==> config.mk <==
export PLATFORM = sky130hd
export DESIGN_NAME = perf_monitor_counters
export DESIGN_NICKNAME = d
export VERILOG_FILES = /design/src/hw/perf_monitor_pkg.sv /design/src/hw/perf_monitor_counters.sv
export SDC_FILE = /design/constraint.sdc
export NUM_CORES = 1
export LEC_CHECK = 0
export CAP_MARGIN = 20
export CORE_AREA = 2 2 169 337
export DETAILED_ROUTE_END_ITERATION = 8
export DIE_AREA = 0 0 171 339
export DONT_BUFFER_PORTS = 1
export PLACE_DENSITY = 0.68
export SYNTH_ARGS = -nofsm -noshare
export SYNTH_HDL_FRONTEND = slang
export SYNTH_SLANG_ARGS = --single-unit
==> constraint.sdc <==
create_clock -name hclk -period 2.5 [get_ports hclk]
set_input_delay 0.125 -clock hclk [delete_from_list [all_inputs] [get_ports hclk]]
set_output_delay 0.125 -clock hclk [all_outputs]
set_load 0.02 [all_outputs]
==> src/hw/perf_monitor_pkg.sv <==
// Constants, layouts and carriers of the performance monitor counter bank
package perf_monitor_pkg;

  // ==========================================================
  // Sizes
  localparam int NUM_LINKS = 4;
  localparam int NUM_CNT   = 9;

  // ==========================================================
  // Register indices (byte address is four times the index)
  localparam logic [9:0] IDX_ACCESS_PORT = 10'h00E;
  localparam logic [9:0] IDX_ACCESS_DATA = 10'h00F;
  // Per link copies sit at link * 0x100 plus these
  localparam logic [7:0] IDX_UPDATE_CTRL = 8'hC2;
  localparam logic [7:0] IDX_OVF_EN0     = 8'hC3;
  localparam logic [7:0] IDX_OVF_EN1     = 8'hC4;
  localparam logic [7:0] IDX_OVF_IND0    = 8'hC5;
  localparam logic [7:0] IDX_OVF_IND1    = 8'hC6;
  localparam logic [7:0] IDX_LINE_MODE   = 8'hC7;

  // ==========================================================
  // Field positions and reset values
  localparam int ACC_LINK_LSB    = 4;
  localparam int UPD_MANUAL_BIT  = 0;
  localparam int UPD_AUTO_BIT    = 1;
  localparam int MODE_E1_BIT     = 0;
  localparam logic [7:0] RST_BYTE = 8'h00;

  // ==========================================================
  // Counter slots; slots 0..7 map to indication 0 bits 0..7
  localparam int C_CRC          = 0;
  localparam int C_FRAMING      = 1;
  localparam int C_ALIGN        = 2;
  localparam int C_FRAME_LOSS   = 3;
  localparam int C_PATTERN      = 4;
  localparam int C_SLOT_A       = 5;
  localparam int C_FAR_BLOCK    = 6;
  localparam int C_NT_FAR_BLOCK = 7;
  localparam int C_LINE_CODE    = 8;
  localparam int CNT_W [NUM_CNT] = '{10, 12, 3, 5, 16, 10, 10, 10, 16};

  // ==========================================================
  // Timebase
  localparam longint ONE_SEC_NS    = 1000000000;
  localparam longint CLK_PERIOD_NS = 100;
  localparam int SEC_CYCLES_DEFAULT = int'(ONE_SEC_NS / CLK_PERIOD_NS);

  // ==========================================================
  // Carriers
  typedef struct packed {
    logic line_code;
    logic framing;
    logic crc;
    logic far_block;
    logic align_change;
    logic frame_loss;
    logic pattern;
    logic nt_far_block;
    logic nt_crc;
    logic dds_pattern;
  } link_events_t;

  typedef struct packed {
    logic [1:0] link;
    logic [3:0] id;
  } counter_sel_t;

endpackage

==> src/hw/perf_monitor_counters.sv <==
// Performance monitor counter bank with an AHB-Lite register slave
//
// Added by the designer: register access over AHB-Lite.
`timescale 1ns/1ns

module perf_monitor_counters #(
  parameter int SEC_CYCLES = perf_monitor_pkg::SEC_CYCLES_DEFAULT
) (
  input  wire  logic                                hclk,
  input  wire  logic                                hresetn,
  input  wire  logic                                hsel,
  input  wire  logic [31:0]                         haddr,
  input  wire  logic [1:0]                          htrans,
  input  wire  logic                                hwrite,
  input  wire  logic [2:0]                          hsize,
  input  wire  logic [31:0]                         hwdata,
  input  wire  logic                                hready,
  output logic       [31:0]                         hrdata,
  output logic                                      hreadyout,
  output logic                                      hresp,
  input  wire  perf_monitor_pkg::link_events_t [3:0] events,
  output logic                                      perf_irq
);
  import perf_monitor_pkg::*;

  // ==========================================================
  // State
  logic [15:0]  count [NUM_LINKS][NUM_CNT];
  logic         ovf_flag [NUM_LINKS][NUM_CNT];
  logic [7:0]   ovf_en0 [NUM_LINKS];
  logic         ovf_en1 [NUM_LINKS];
  logic [1:0]   upd_ctrl [NUM_LINKS];
  logic         manual_prev [NUM_LINKS];
  logic         e1_mode [NUM_LINKS];
  counter_sel_t sel;
  logic [7:0]   access_data;
  logic [23:0]  sec_cnt;
  logic         sec_tick;
  logic         wr_pend;
  logic         rd_pend;
  logic [9:0]   bus_idx;

  logic [NUM_CNT-1:0] ev [NUM_LINKS];
  logic               manual_rise [NUM_LINKS];
  logic               clr_ind0 [NUM_LINKS];
  logic               clr_ind1 [NUM_LINKS];
  logic               snap;
  logic [7:0]         snap_byte;
  logic [31:0]        rd_value;
  logic               accept;
  logic               any_irq;
  logic               any_en;

  // ==========================================================
  // Event routing
  always_comb
  begin
    for (int l = 0; l < NUM_LINKS; l++)
    begin
      ev[l][C_LINE_CODE]    = events[l].line_code;
      ev[l][C_FRAMING]      = events[l].framing;
      ev[l][C_CRC]          = events[l].crc;
      ev[l][C_FAR_BLOCK]    = events[l].far_block & e1_mode[l];
      ev[l][C_ALIGN]        = events[l].align_change;
      ev[l][C_FRAME_LOSS]   = events[l].frame_loss;
      ev[l][C_PATTERN]      = events[l].pattern;
      ev[l][C_NT_FAR_BLOCK] = events[l].nt_far_block & e1_mode[l];
      ev[l][C_SLOT_A]       = e1_mode[l] ? events[l].nt_crc
                                         : events[l].dds_pattern;
    end
  end

  // ==========================================================
  // Shared one-second timebase
  always_ff @(posedge hclk or negedge hresetn)
  begin
    if (!hresetn)
    begin
      sec_cnt  <= 24'h000000;
      sec_tick <= 1'b0;
    end
    else if (sec_cnt == 24'(SEC_CYCLES - 1))
    begin
      sec_cnt  <= 24'h000000;
      sec_tick <= 1'b1;
    end
    else
    begin
      sec_cnt  <= sec_cnt + 24'h000001;
      sec_tick <= 1'b0;
    end
  end

  // ==========================================================
  // Snapshot trigger and selected byte
  function automatic int id_to_slot(input logic [3:0] id);
    case (id[3:1])
      3'h0:    id_to_slot = C_CRC;
      3'h1:    id_to_slot = C_FRAMING;
      3'h2:    id_to_slot = id[0] ? C_FRAME_LOSS : C_ALIGN;
      3'h3:    id_to_slot = C_PATTERN;
      3'h4:    id_to_slot = C_LINE_CODE;
      3'h5:    id_to_slot = C_SLOT_A;
      3'h6:    id_to_slot = C_FAR_BLOCK;
      default: id_to_slot = C_NT_FAR_BLOCK;
    endcase
  endfunction

  always_comb
  begin
    for (int l = 0; l < NUM_LINKS; l++)
      manual_rise[l] = upd_ctrl[l][UPD_MANUAL_BIT] & ~manual_prev[l];
  end

  assign snap = manual_rise[sel.link]
              | (upd_ctrl[sel.link][UPD_AUTO_BIT] & sec_tick);

  always_comb
  begin
    logic [15:0] value;
    value = count[sel.link][id_to_slot(sel.id)];
    if (sel.id[0] && sel.id[3:1] != 3'h2)
      snap_byte = value[15:8];
    else
      snap_byte = value[7:0];
  end

  always_ff @(posedge hclk or negedge hresetn)
  begin
    if (!hresetn)
      access_data <= RST_BYTE;
    else if (snap)
      access_data <= snap_byte;
  end

  // ==========================================================
  // Counters and overflow flags
  for (genvar l = 0; l < NUM_LINKS; l++)
  begin : g_link
    always_ff @(posedge hclk or negedge hresetn)
    begin
      if (!hresetn)
        manual_prev[l] <= 1'b0;
      else
        manual_prev[l] <= upd_ctrl[l][UPD_MANUAL_BIT];
    end

    for (genvar k = 0; k < NUM_CNT; k++)
    begin : g_cnt
      localparam logic [15:0] MAXV = 16'((32'd1 << CNT_W[k]) - 1);
      logic clearing;
      logic read_clear;
      assign clearing   = snap && (sel.link == 2'(l));
      assign read_clear = (k == C_LINE_CODE) ? clr_ind1[l] : clr_ind0[l];

      always_ff @(posedge hclk or negedge hresetn)
      begin
        if (!hresetn)
          count[l][k] <= 16'h0000;
        else if (clearing)
          count[l][k] <= {15'h0000, ev[l][k]};
        else if (ev[l][k])
          count[l][k] <= (count[l][k] + 16'h0001) & MAXV;
      end

      always_ff @(posedge hclk or negedge hresetn)
      begin
        if (!hresetn)
          ovf_flag[l][k] <= 1'b0;
        else if (!clearing && ev[l][k] && count[l][k] == MAXV)
          ovf_flag[l][k] <= 1'b1;
        else if (read_clear)
          ovf_flag[l][k] <= 1'b0;
      end
    end
  end

  // ==========================================================
  // Interrupt output
  always_comb
  begin
    any_irq = 1'b0;
    any_en  = 1'b0;
    for (int l = 0; l < NUM_LINKS; l++)
    begin
      any_en = any_en | (|ovf_en0[l]) | ovf_en1[l];
      any_irq = any_irq | (ovf_flag[l][C_LINE_CODE] & ovf_en1[l]);
      for (int k = 0; k < C_LINE_CODE; k++)
        any_irq = any_irq | (ovf_flag[l][k] & ovf_en0[l][k]);
    end
  end

  always_ff @(posedge hclk or negedge hresetn)
  begin
    if (!hresetn)
      perf_irq <= 1'b0;
    else
      perf_irq <= any_irq;
  end

  // ==========================================================
  // AHB-Lite slave
  assign accept = hsel && htrans[1] && hready;

  always_ff @(posedge hclk or negedge hresetn)
  begin
    if (!hresetn)
    begin
      wr_pend   <= 1'b0;
      rd_pend   <= 1'b0;
      bus_idx   <= 10'h000;
      hreadyout <= 1'b1;
      hresp     <= 1'b0;
    end
    else
    begin
      wr_pend   <= accept && hwrite;
      rd_pend   <= accept && !hwrite;
      hreadyout <= !(accept && !hwrite);
      hresp     <= 1'b0;
      if (accept)
        bus_idx <= haddr[11:2];
    end
  end

  always_comb
  begin
    rd_value = 32'h00000000;
    for (int l = 0; l < NUM_LINKS; l++)
    begin
      clr_ind0[l] = 1'b0;
      clr_ind1[l] = 1'b0;
    end
    if (bus_idx == IDX_ACCESS_PORT)
      rd_value[5:0] = sel;
    else if (bus_idx == IDX_ACCESS_DATA)
      rd_value[7:0] = access_data;
    else
    begin
      case (bus_idx[7:0])
        IDX_UPDATE_CTRL: rd_value[1:0] = upd_ctrl[bus_idx[9:8]];
        IDX_OVF_EN0:     rd_value[7:0] = ovf_en0[bus_idx[9:8]];
        IDX_OVF_EN1:     rd_value[0]   = ovf_en1[bus_idx[9:8]];
        IDX_LINE_MODE:   rd_value[0]   = e1_mode[bus_idx[9:8]];
        IDX_OVF_IND0:
        begin
          for (int k = 0; k < C_LINE_CODE; k++)
            rd_value[k] = ovf_flag[bus_idx[9:8]][k];
          clr_ind0[bus_idx[9:8]] = rd_pend;
        end
        IDX_OVF_IND1:
        begin
          rd_value[0] = ovf_flag[bus_idx[9:8]][C_LINE_CODE];
          clr_ind1[bus_idx[9:8]] = rd_pend;
        end
        default: rd_value = 32'h00000000;
      endcase
    end
  end

  always_ff @(posedge hclk or negedge hresetn)
  begin
    if (!hresetn)
      hrdata <= 32'h00000000;
    else if (rd_pend)
      hrdata <= rd_value;
  end

  always_ff @(posedge hclk or negedge hresetn)
  begin
    if (!hresetn)
      sel <= '0;
    else if (wr_pend && bus_idx == IDX_ACCESS_PORT)
      sel <= hwdata[5:0];
  end

  for (genvar l = 0; l < NUM_LINKS; l++)
  begin : g_regs
    logic hit;
    assign hit = wr_pend && bus_idx[9:8] == 2'(l);
    always_ff @(posedge hclk or negedge hresetn)
    begin
      if (!hresetn)
      begin
        upd_ctrl[l] <= 2'h0;
        ovf_en0[l]  <= RST_BYTE;
        ovf_en1[l]  <= 1'b0;
        e1_mode[l]  <= 1'b0;
      end
      else if (hit)
      begin
        if (bus_idx[7:0] == IDX_UPDATE_CTRL)
          upd_ctrl[l] <= hwdata[1:0];
        if (bus_idx[7:0] == IDX_OVF_EN0)
          ovf_en0[l] <= hwdata[7:0];
        if (bus_idx[7:0] == IDX_OVF_EN1)
          ovf_en1[l] <= hwdata[0];
        if (bus_idx[7:0] == IDX_LINE_MODE)
          e1_mode[l] <= hwdata[MODE_E1_BIT];
      end
    end
  end
endmodule

==> impl_metrics.env, run 1 <==
export IMPL_status="finished, violations left"
export IMPL_violations="negative hold slack, max-slew violations"
export IMPL_synth_seq_cells=517
export IMPL_path_clk_slew_ns=0.06
export IMPL_grt_pass1_vias=21800
export IMPL_synth_top_area_share=0.469
export IMPL_post_route_cell_area_um2=31300
export IMPL_grt_overflow=0
export IMPL_holdWs_ns=-0.742
export IMPL_cts_tree="built"
export IMPL_worstHoldPathType="in -> async"
export IMPL_ys_async_sr_fraction=1.00
export IMPL_power_frac_comb=0.204
export IMPL_initial_core_util=0.498
export IMPL_place_inst=3306
export IMPL_synth_simple_gate_area_share=0.183
export IMPL_cap_violations=0
export IMPL_syn_cell_area_um2=27500
export IMPL_worstPathCellList="mux4_2, and2_4, buf_4, o21ai_2, buf_4, nand2_1, xnor2_1"
export IMPL_fmax_ghz=0.404
export IMPL_dr_pass1_iters=8
export IMPL_synth_most_common_cell="dfrtp_1"
export IMPL_clock_sinks=517
export IMPL_power_switching_share=0.322
export IMPL_finalSetupViolations=0
export IMPL_drc=0
export IMPL_grtUsageTotal=0.294
export IMPL_cts_buffer_depth=3
export IMPL_relSlewSlack=-0.102
export IMPL_h_tree_depth=2
export IMPL_slew_viol_final=117
export IMPL_die_area_um2=58000
export IMPL_seqPwrFrac=0.473
export IMPL_grt_max_degree=518
export IMPL_placement_rows=122
export IMPL_yosysSeqAreaShare=0.470
export IMPL_cts_buffers=49
export IMPL_area_growth_pct=13.6
export IMPL_vias=21000
export IMPL_avgViaCountPerCell=6.07
export IMPL_antenna_found_initial=4
export IMPL_synth_edf_count=0
export IMPL_synth_top_area_cell="dfrtp_1"
export IMPL_drive_gt1_frac=0.142
export IMPL_synth_warnings=0
export IMPL_place_hpwl_mm=61.5
export IMPL_root_buffer="clkbuf_16"
export IMPL_core_area_um2=55300
export IMPL_critPathMaxFanout=9
export IMPL_cp_data_arrival_time_ns=2.94
export IMPL_ys_top_cells_by_count="dfrtp_1, nor2_1, nand2_1, xor2_1, xnor2_1"
export IMPL_intPower_mw=17.0
export IMPL_cp_num_buf_inv=2
export IMPL_ios=149
export IMPL_syn_avg_cell_area_um2=10.7
export IMPL_tightestPinTransition_ns=1.65
export IMPL_crit_type="reg -> reg"
export IMPL_period_needed_ns=2.47
export IMPL_dieHeight_um=339
export IMPL_synth_adder_area_share=0.0205
export IMPL_synth_top_family_by_area="simple AND/OR/NAND/NOR gates"
export IMPL_switchingPower_mw=8.09
export IMPL_place_area_um2=28800
export IMPL_finalHoldViolations=517
export IMPL_cts_hold_buffers_added=63
export IMPL_synth_distinct_cells=70
export IMPL_routed_wl_mm=84.1
export IMPL_cp_end_kind="flip-flop"
export IMPL_peakVddDrop_uv=565
export IMPL_crit_path_frequent_cell="buf_4"
export IMPL_fin_nets=2842
export IMPL_synth_area_top_cells="dfrtp_1, mux4_2, xor2_1"
export IMPL_critPathLaunchType="flip-flop"
export IMPL_grt_pass1_wl_mm=129
export IMPL_gp_congestion=0.959
export IMPL_max_stage_delay_ns=0.57
export IMPL_initialDrtViolationCount=1964
export IMPL_cellPowerDensity_nw_per_um2=803
export IMPL_synth_compound_area_frac=0.0491
export IMPL_syn_inst=2578
export IMPL_clk_latency_ns=0.61
export IMPL_critPathTopFamily="multiplexers"
export IMPL_final_period_utilization=0.989
export IMPL_numPortBuffers=0
export IMPL_synthXorXnorAreaFrac=0.107
export IMPL_synth_mux_area_frac=0.137
export IMPL_stdcell_count=3469
export IMPL_slowest_stage="mux4_2"
export IMPL_leakagePower_nw=13.8
export IMPL_final_antenna_net_count=0
export IMPL_power_frac_clock=0.323
export IMPL_routedWlPerCell_um=24.2
export IMPL_ys_flop_type="dfrtp_1"
export IMPL_die_w_um=171
export IMPL_clock_skew_ns=0.0410
export IMPL_worstPathRequired_ns=2.97
-- routing by layer --
layer  vias up  routed length (µm)  GRT usage
met4         4                7620      0.213
met1     10600               28400      0.311
li1       9254                   -          -
met3       335                4360     0.0425
met5         -                  28          0
met2       848               43700      0.522
-- flip-flops by register name (all words and copies together), names as in the netlist, 8 cells and up --
register     flops
ovf_en0         32
count          368
sec_cnt         24
ovf_flag        36
upd_ctrl         8
hrdata           8
access_data      8
bus_idx         10
-- repair_timing --
item                                   4_1_cts  5_1_grt
setup buffers                                0        6
gates resized for setup                      0        2
setup endpoints to repair                    0        7
endpoints found under the hold margin      744      517
-- final timing paths --
kind                                         start                       end  slack, ns  cells past startpoint
hold / removal                             hresetn      sec_cnt[4]$_DFF_PN0_      -0.74                      0
min in group hclk                       events[27]    count[280]$_DFFE_PN0P_       0.02                      4
hold reg to reg            upd_ctrl[0]$_DFFE_PN0P_  manual_prev[0]$_DFF_PN0_       0.42                      0
setup reg to reg                sel[4]$_DFFE_PN0P_    count[288]$_DFFE_PN0P_       0.03                      7
setup / recovery                sel[4]$_DFFE_PN0P_    count[288]$_DFFE_PN0P_       0.03                      7
max in group asynchronous                  hresetn        sel[4]$_DFFE_PN0P_       1.74                      0
-- cells in the final DEF, fill, tap and decap left out, types with 11 or more instances in the layout --
cell,count
and4_1,25
xor2_1,204
and3_1,75
conb_1,25
mux4_2,100
dfrtp_1,512
nand4_1,108
nor3_1,22
buf_4,85
clkbuf_16,50
a221oi_1,11
or3_1,12
a21oi_1,28
nor2b_1,16
mux2_2,74
o21ai_0,33
and2_1,20
clkinv_2,11
nor2_1,426
o31ai_1,13
xnor2_1,131
a22oi_1,24
a32o_1,13
mux2i_1,58
nand3_1,84
nand2_1,247
buf_12,20
ha_1,45
inv_1,34
dlygate4sd3_1,63
-- layout make-up --
cell class	count	area [µm²]
sequential	517	12900
inverter	34	128
antenna	2	5.00
multi-input combinational	1911	13800
tap	744	931
clock buffer	67	1390
fill	4635	24000
clock inverter	24	315
timing repair buffer	170	1720
-- through the flow --
stage	utilization	setup slack (ns)	power, mW	TNS [ns]
floorplan	-	0.441	14.9	0
global placement	0.522	0.117	16.5	0
detailed placement	0.522	0.0839	16.9	0
CTS	0.564	0.0582	25.1	0
global route	0.566	-0.0111	26.2	-0.0209
finish	0.566	0.0266	25.1	0
-- power by group through the flow --
stage	clock (mW)	sequential, mW	combinational, mW
final	8.10	11.9	5.13
after global routing	8.50	12.0	5.67
after CTS	8.19	11.8	5.10
after detailed placement	0	12.0	4.93
after global placement	0	11.9	4.65
after floorplan	0	11.1	3.76
-- logic make-up (layout without fill, tap and decap cells) --
family | after synthesis | after routing
xor gates and xnor gates | 335 | 335
and+or+nand+nor | 1079 | 1079
AOI/OAI and AO/OA | 190 | 190
other | 1 | 27
buffers and inverters | 174 | 295
DFF | 517 | 517
muxes | 237 | 237
adders and majority gates | 45 | 45
Note: power is estimated with default switching activity, not from simulation.
==> inputs of run 2 (changes only) <==
- ABC_CLOCK_PERIOD_IN_PS: default -> 2500
- CORE_AREA: 2 2 169 337 -> 2 2 238 240
- DIE_AREA: 0 0 171 339 -> 0 0 240 242
==> run 2 against run 1 <==
The flow still finishes with violations (negative hold slack, max-slew violations); fmax grew 3.7%; count of clock-buffer cells in the layout grew 8; sequential power is essentially flat; non-clock buffer count shrank 30; wire length shrank 9.9%; clock power grew 5.7%; power grew 0.92%; combinational power shrank 3%; first-iteration DRC count grew 6.0%; design area shrank 0.76%; register-to-register slack gained 0.09 ns; critical path depth is the same; critical path type unchanged; critical endpoint is now access_data[2]$_DFFE_PN0P_; largest cell class unchanged.
==> impl_metrics.env, run 2 (synthesis gave the netlist of run 1 again) <==
export IMPL_h_tree_depth=2
export IMPL_dr_pass1_iters=8
export IMPL_critPathLaunchType="flip-flop"
export IMPL_root_buffer="clkbuf_16"
export IMPL_grt_util_met2=0.426
export IMPL_n_antenna_cell=0
export IMPL_cap_violations=0
export IMPL_largest_register_ffs=368
export IMPL_worstHoldPathType="in -> async"
export IMPL_regMostFlops="count"
export IMPL_ios=149
export IMPL_finalSetupViolations=0
export IMPL_place_area_um2=28500
export IMPL_drive_gt1_frac=0.133
export IMPL_initialDrtViolationCount=2082
export IMPL_final_antenna_net_count=0
export IMPL_dieHeight_um=242
export IMPL_tightestPinTransition_ns=1.79
export IMPL_cellPowerDensity_nw_per_um2=816
export IMPL_placement_rows=87
export IMPL_fmax_ghz=0.419
export IMPL_grt_max_degree=518
export IMPL_grt_overflow=0
export IMPL_cts_buffers=54
export IMPL_finalHoldViolations=517
export IMPL_die_area_um2=58100
export IMPL_numPortBuffers=0
export IMPL_rr_worst_depth=7
export IMPL_grt_pass1_wl_mm=120
export IMPL_path_clk_slew_ns=0.06
export IMPL_initial_core_util=0.494
export IMPL_cp_data_arrival_time_ns=2.90
export IMPL_peakVddDrop_uv=555
export IMPL_grtUsageTotal=0.266
export IMPL_grt_util_met3=0.0469
export IMPL_antenna_found_initial=1
export IMPL_violations="negative hold slack, max-slew violations"
export IMPL_leakagePower_nw=13.7
export IMPL_grtUsageMet1=0.366
export IMPL_die_w_um=240
export IMPL_cts_buffer_depth=3
export IMPL_crit_path_start="sel[5]$_DFFE_PN0P_"
export IMPL_routedWlPerCell_um=21.9
export IMPL_avgViaCountPerCell=5.93
export IMPL_core_area_um2=55700
export IMPL_post_route_cell_area_um2=31000
export IMPL_vias=20500
export IMPL_cts_hold_buffers_added=64
export IMPL_period_needed_ns=2.39
export IMPL_final_cell_mix="dfrtp_1, nor2_1, nand2_1, xor2_1, xnor2_1"
export IMPL_reg_largest_list="count x368, ovf_flag x36, ovf_en0 x32"
export IMPL_final_period_utilization=0.954
export IMPL_clock_sinks=517
export IMPL_worstPathRequired_ns=3.02
export IMPL_place_hpwl_mm=54.0
export IMPL_critPathMaxFanout=40
export IMPL_routed_wl_mm=75.8
export IMPL_grt_pass1_vias=20400
export IMPL_clock_skew_ns=0.0269
export IMPL_gp_congestion=0.943
export IMPL_grt_setup_unrepaired="no"
export IMPL_fin_nets=2817
export IMPL_final_common_cell="dfrtp_1"
export IMPL_crit_type="reg -> reg"
export IMPL_drc=0
export IMPL_status="finished, violations left"
export IMPL_grt_busiest_layer="met2"
export IMPL_relSlewSlack=-0.192
export IMPL_clk_latency_ns=0.63
export IMPL_r2r_start="sel[5]$_DFFE_PN0P_"
export IMPL_cts_tree="built"
export IMPL_fin_tns_setup_ns=0
export IMPL_cp_end_kind="flip-flop"
export IMPL_holdWs_ns=-0.797
export IMPL_slew_viol_final=202
export IMPL_area_growth_pct=12.8
[run 2: repair_timing]
item / in CTS / in global routing
buffers inserted: 0 / 0
setup endpoints to repair: 0 / 23
endpoints found under the hold margin: 788 / 517
gates resized for setup: 0 / 2
[run 2: cell type report]
class	count	area, µm²
sequential	517	12900
inverter	34	128
clock buffer	75	1520
timing repair buffer	140	1320
tap	756	946
clock inverter	24	355
multi-input combinational	1911	13800
fill	4708	24700
[run 2: routing by layer]
metal  share of wire  vias up  routed length (µm)
li1                -     9207                   -
met1            0.41    10300               31400
met2            0.47      780               35800
met3           0.078      155                5870
met4           0.036        2                2720
met5         0.00017        -                  13
[run 2: final timing paths]
check / slack (ns) / to
hold reg to reg: 0.42 / manual_prev[3]$_DFF_PN0_
min in group hclk: 0.03 / count[154]$_DFFE_PN0P_
setup reg to reg: 0.11 / access_data[2]$_DFFE_PN0P_
max in group asynchronous: 1.86 / count[208]$_DFFE_PN0P_
setup / recovery: 0.11 / access_data[2]$_DFFE_PN0P_
hold / removal: -0.80 / sec_cnt[21]$_DFF_PN0_
[run 2: critical path: stages, from the launching register on]
cell and delay, ns:
dfrtp_4 0.45, buf_12 0.29, buf_4 0.27, and2_1 0.39
a221oi_1 0.16, buf_4 0.19, a2111o_1 0.35, o221ai_1 0.17
[run 2: where the power goes]
| part | internal (mW) | switching (mW) | total (mW) |
|---|---|---|---|
| clock | 5.08 | 3.48 | 8.56 |
| sequential | 9.83 | 1.95 | 11.8 |
| combinational | 2.48 | 2.50 | 4.98 |
| total | 17.4 | 7.93 | 25.3 |
[run 2: per-stage QoR]
step,instances,worst slack [ns],total power [mW],util
after global routing,3457,0.00601,26.6,0.557
after CTS,3457,0.0600,25.4,0.557
after detailed placement,3294,0.0492,16.7,0.511
after floorplan,2602,0.441,14.9,-
final,3457,0.114,25.3,0.557
after global placement,3294,0.119,16.4,0.511
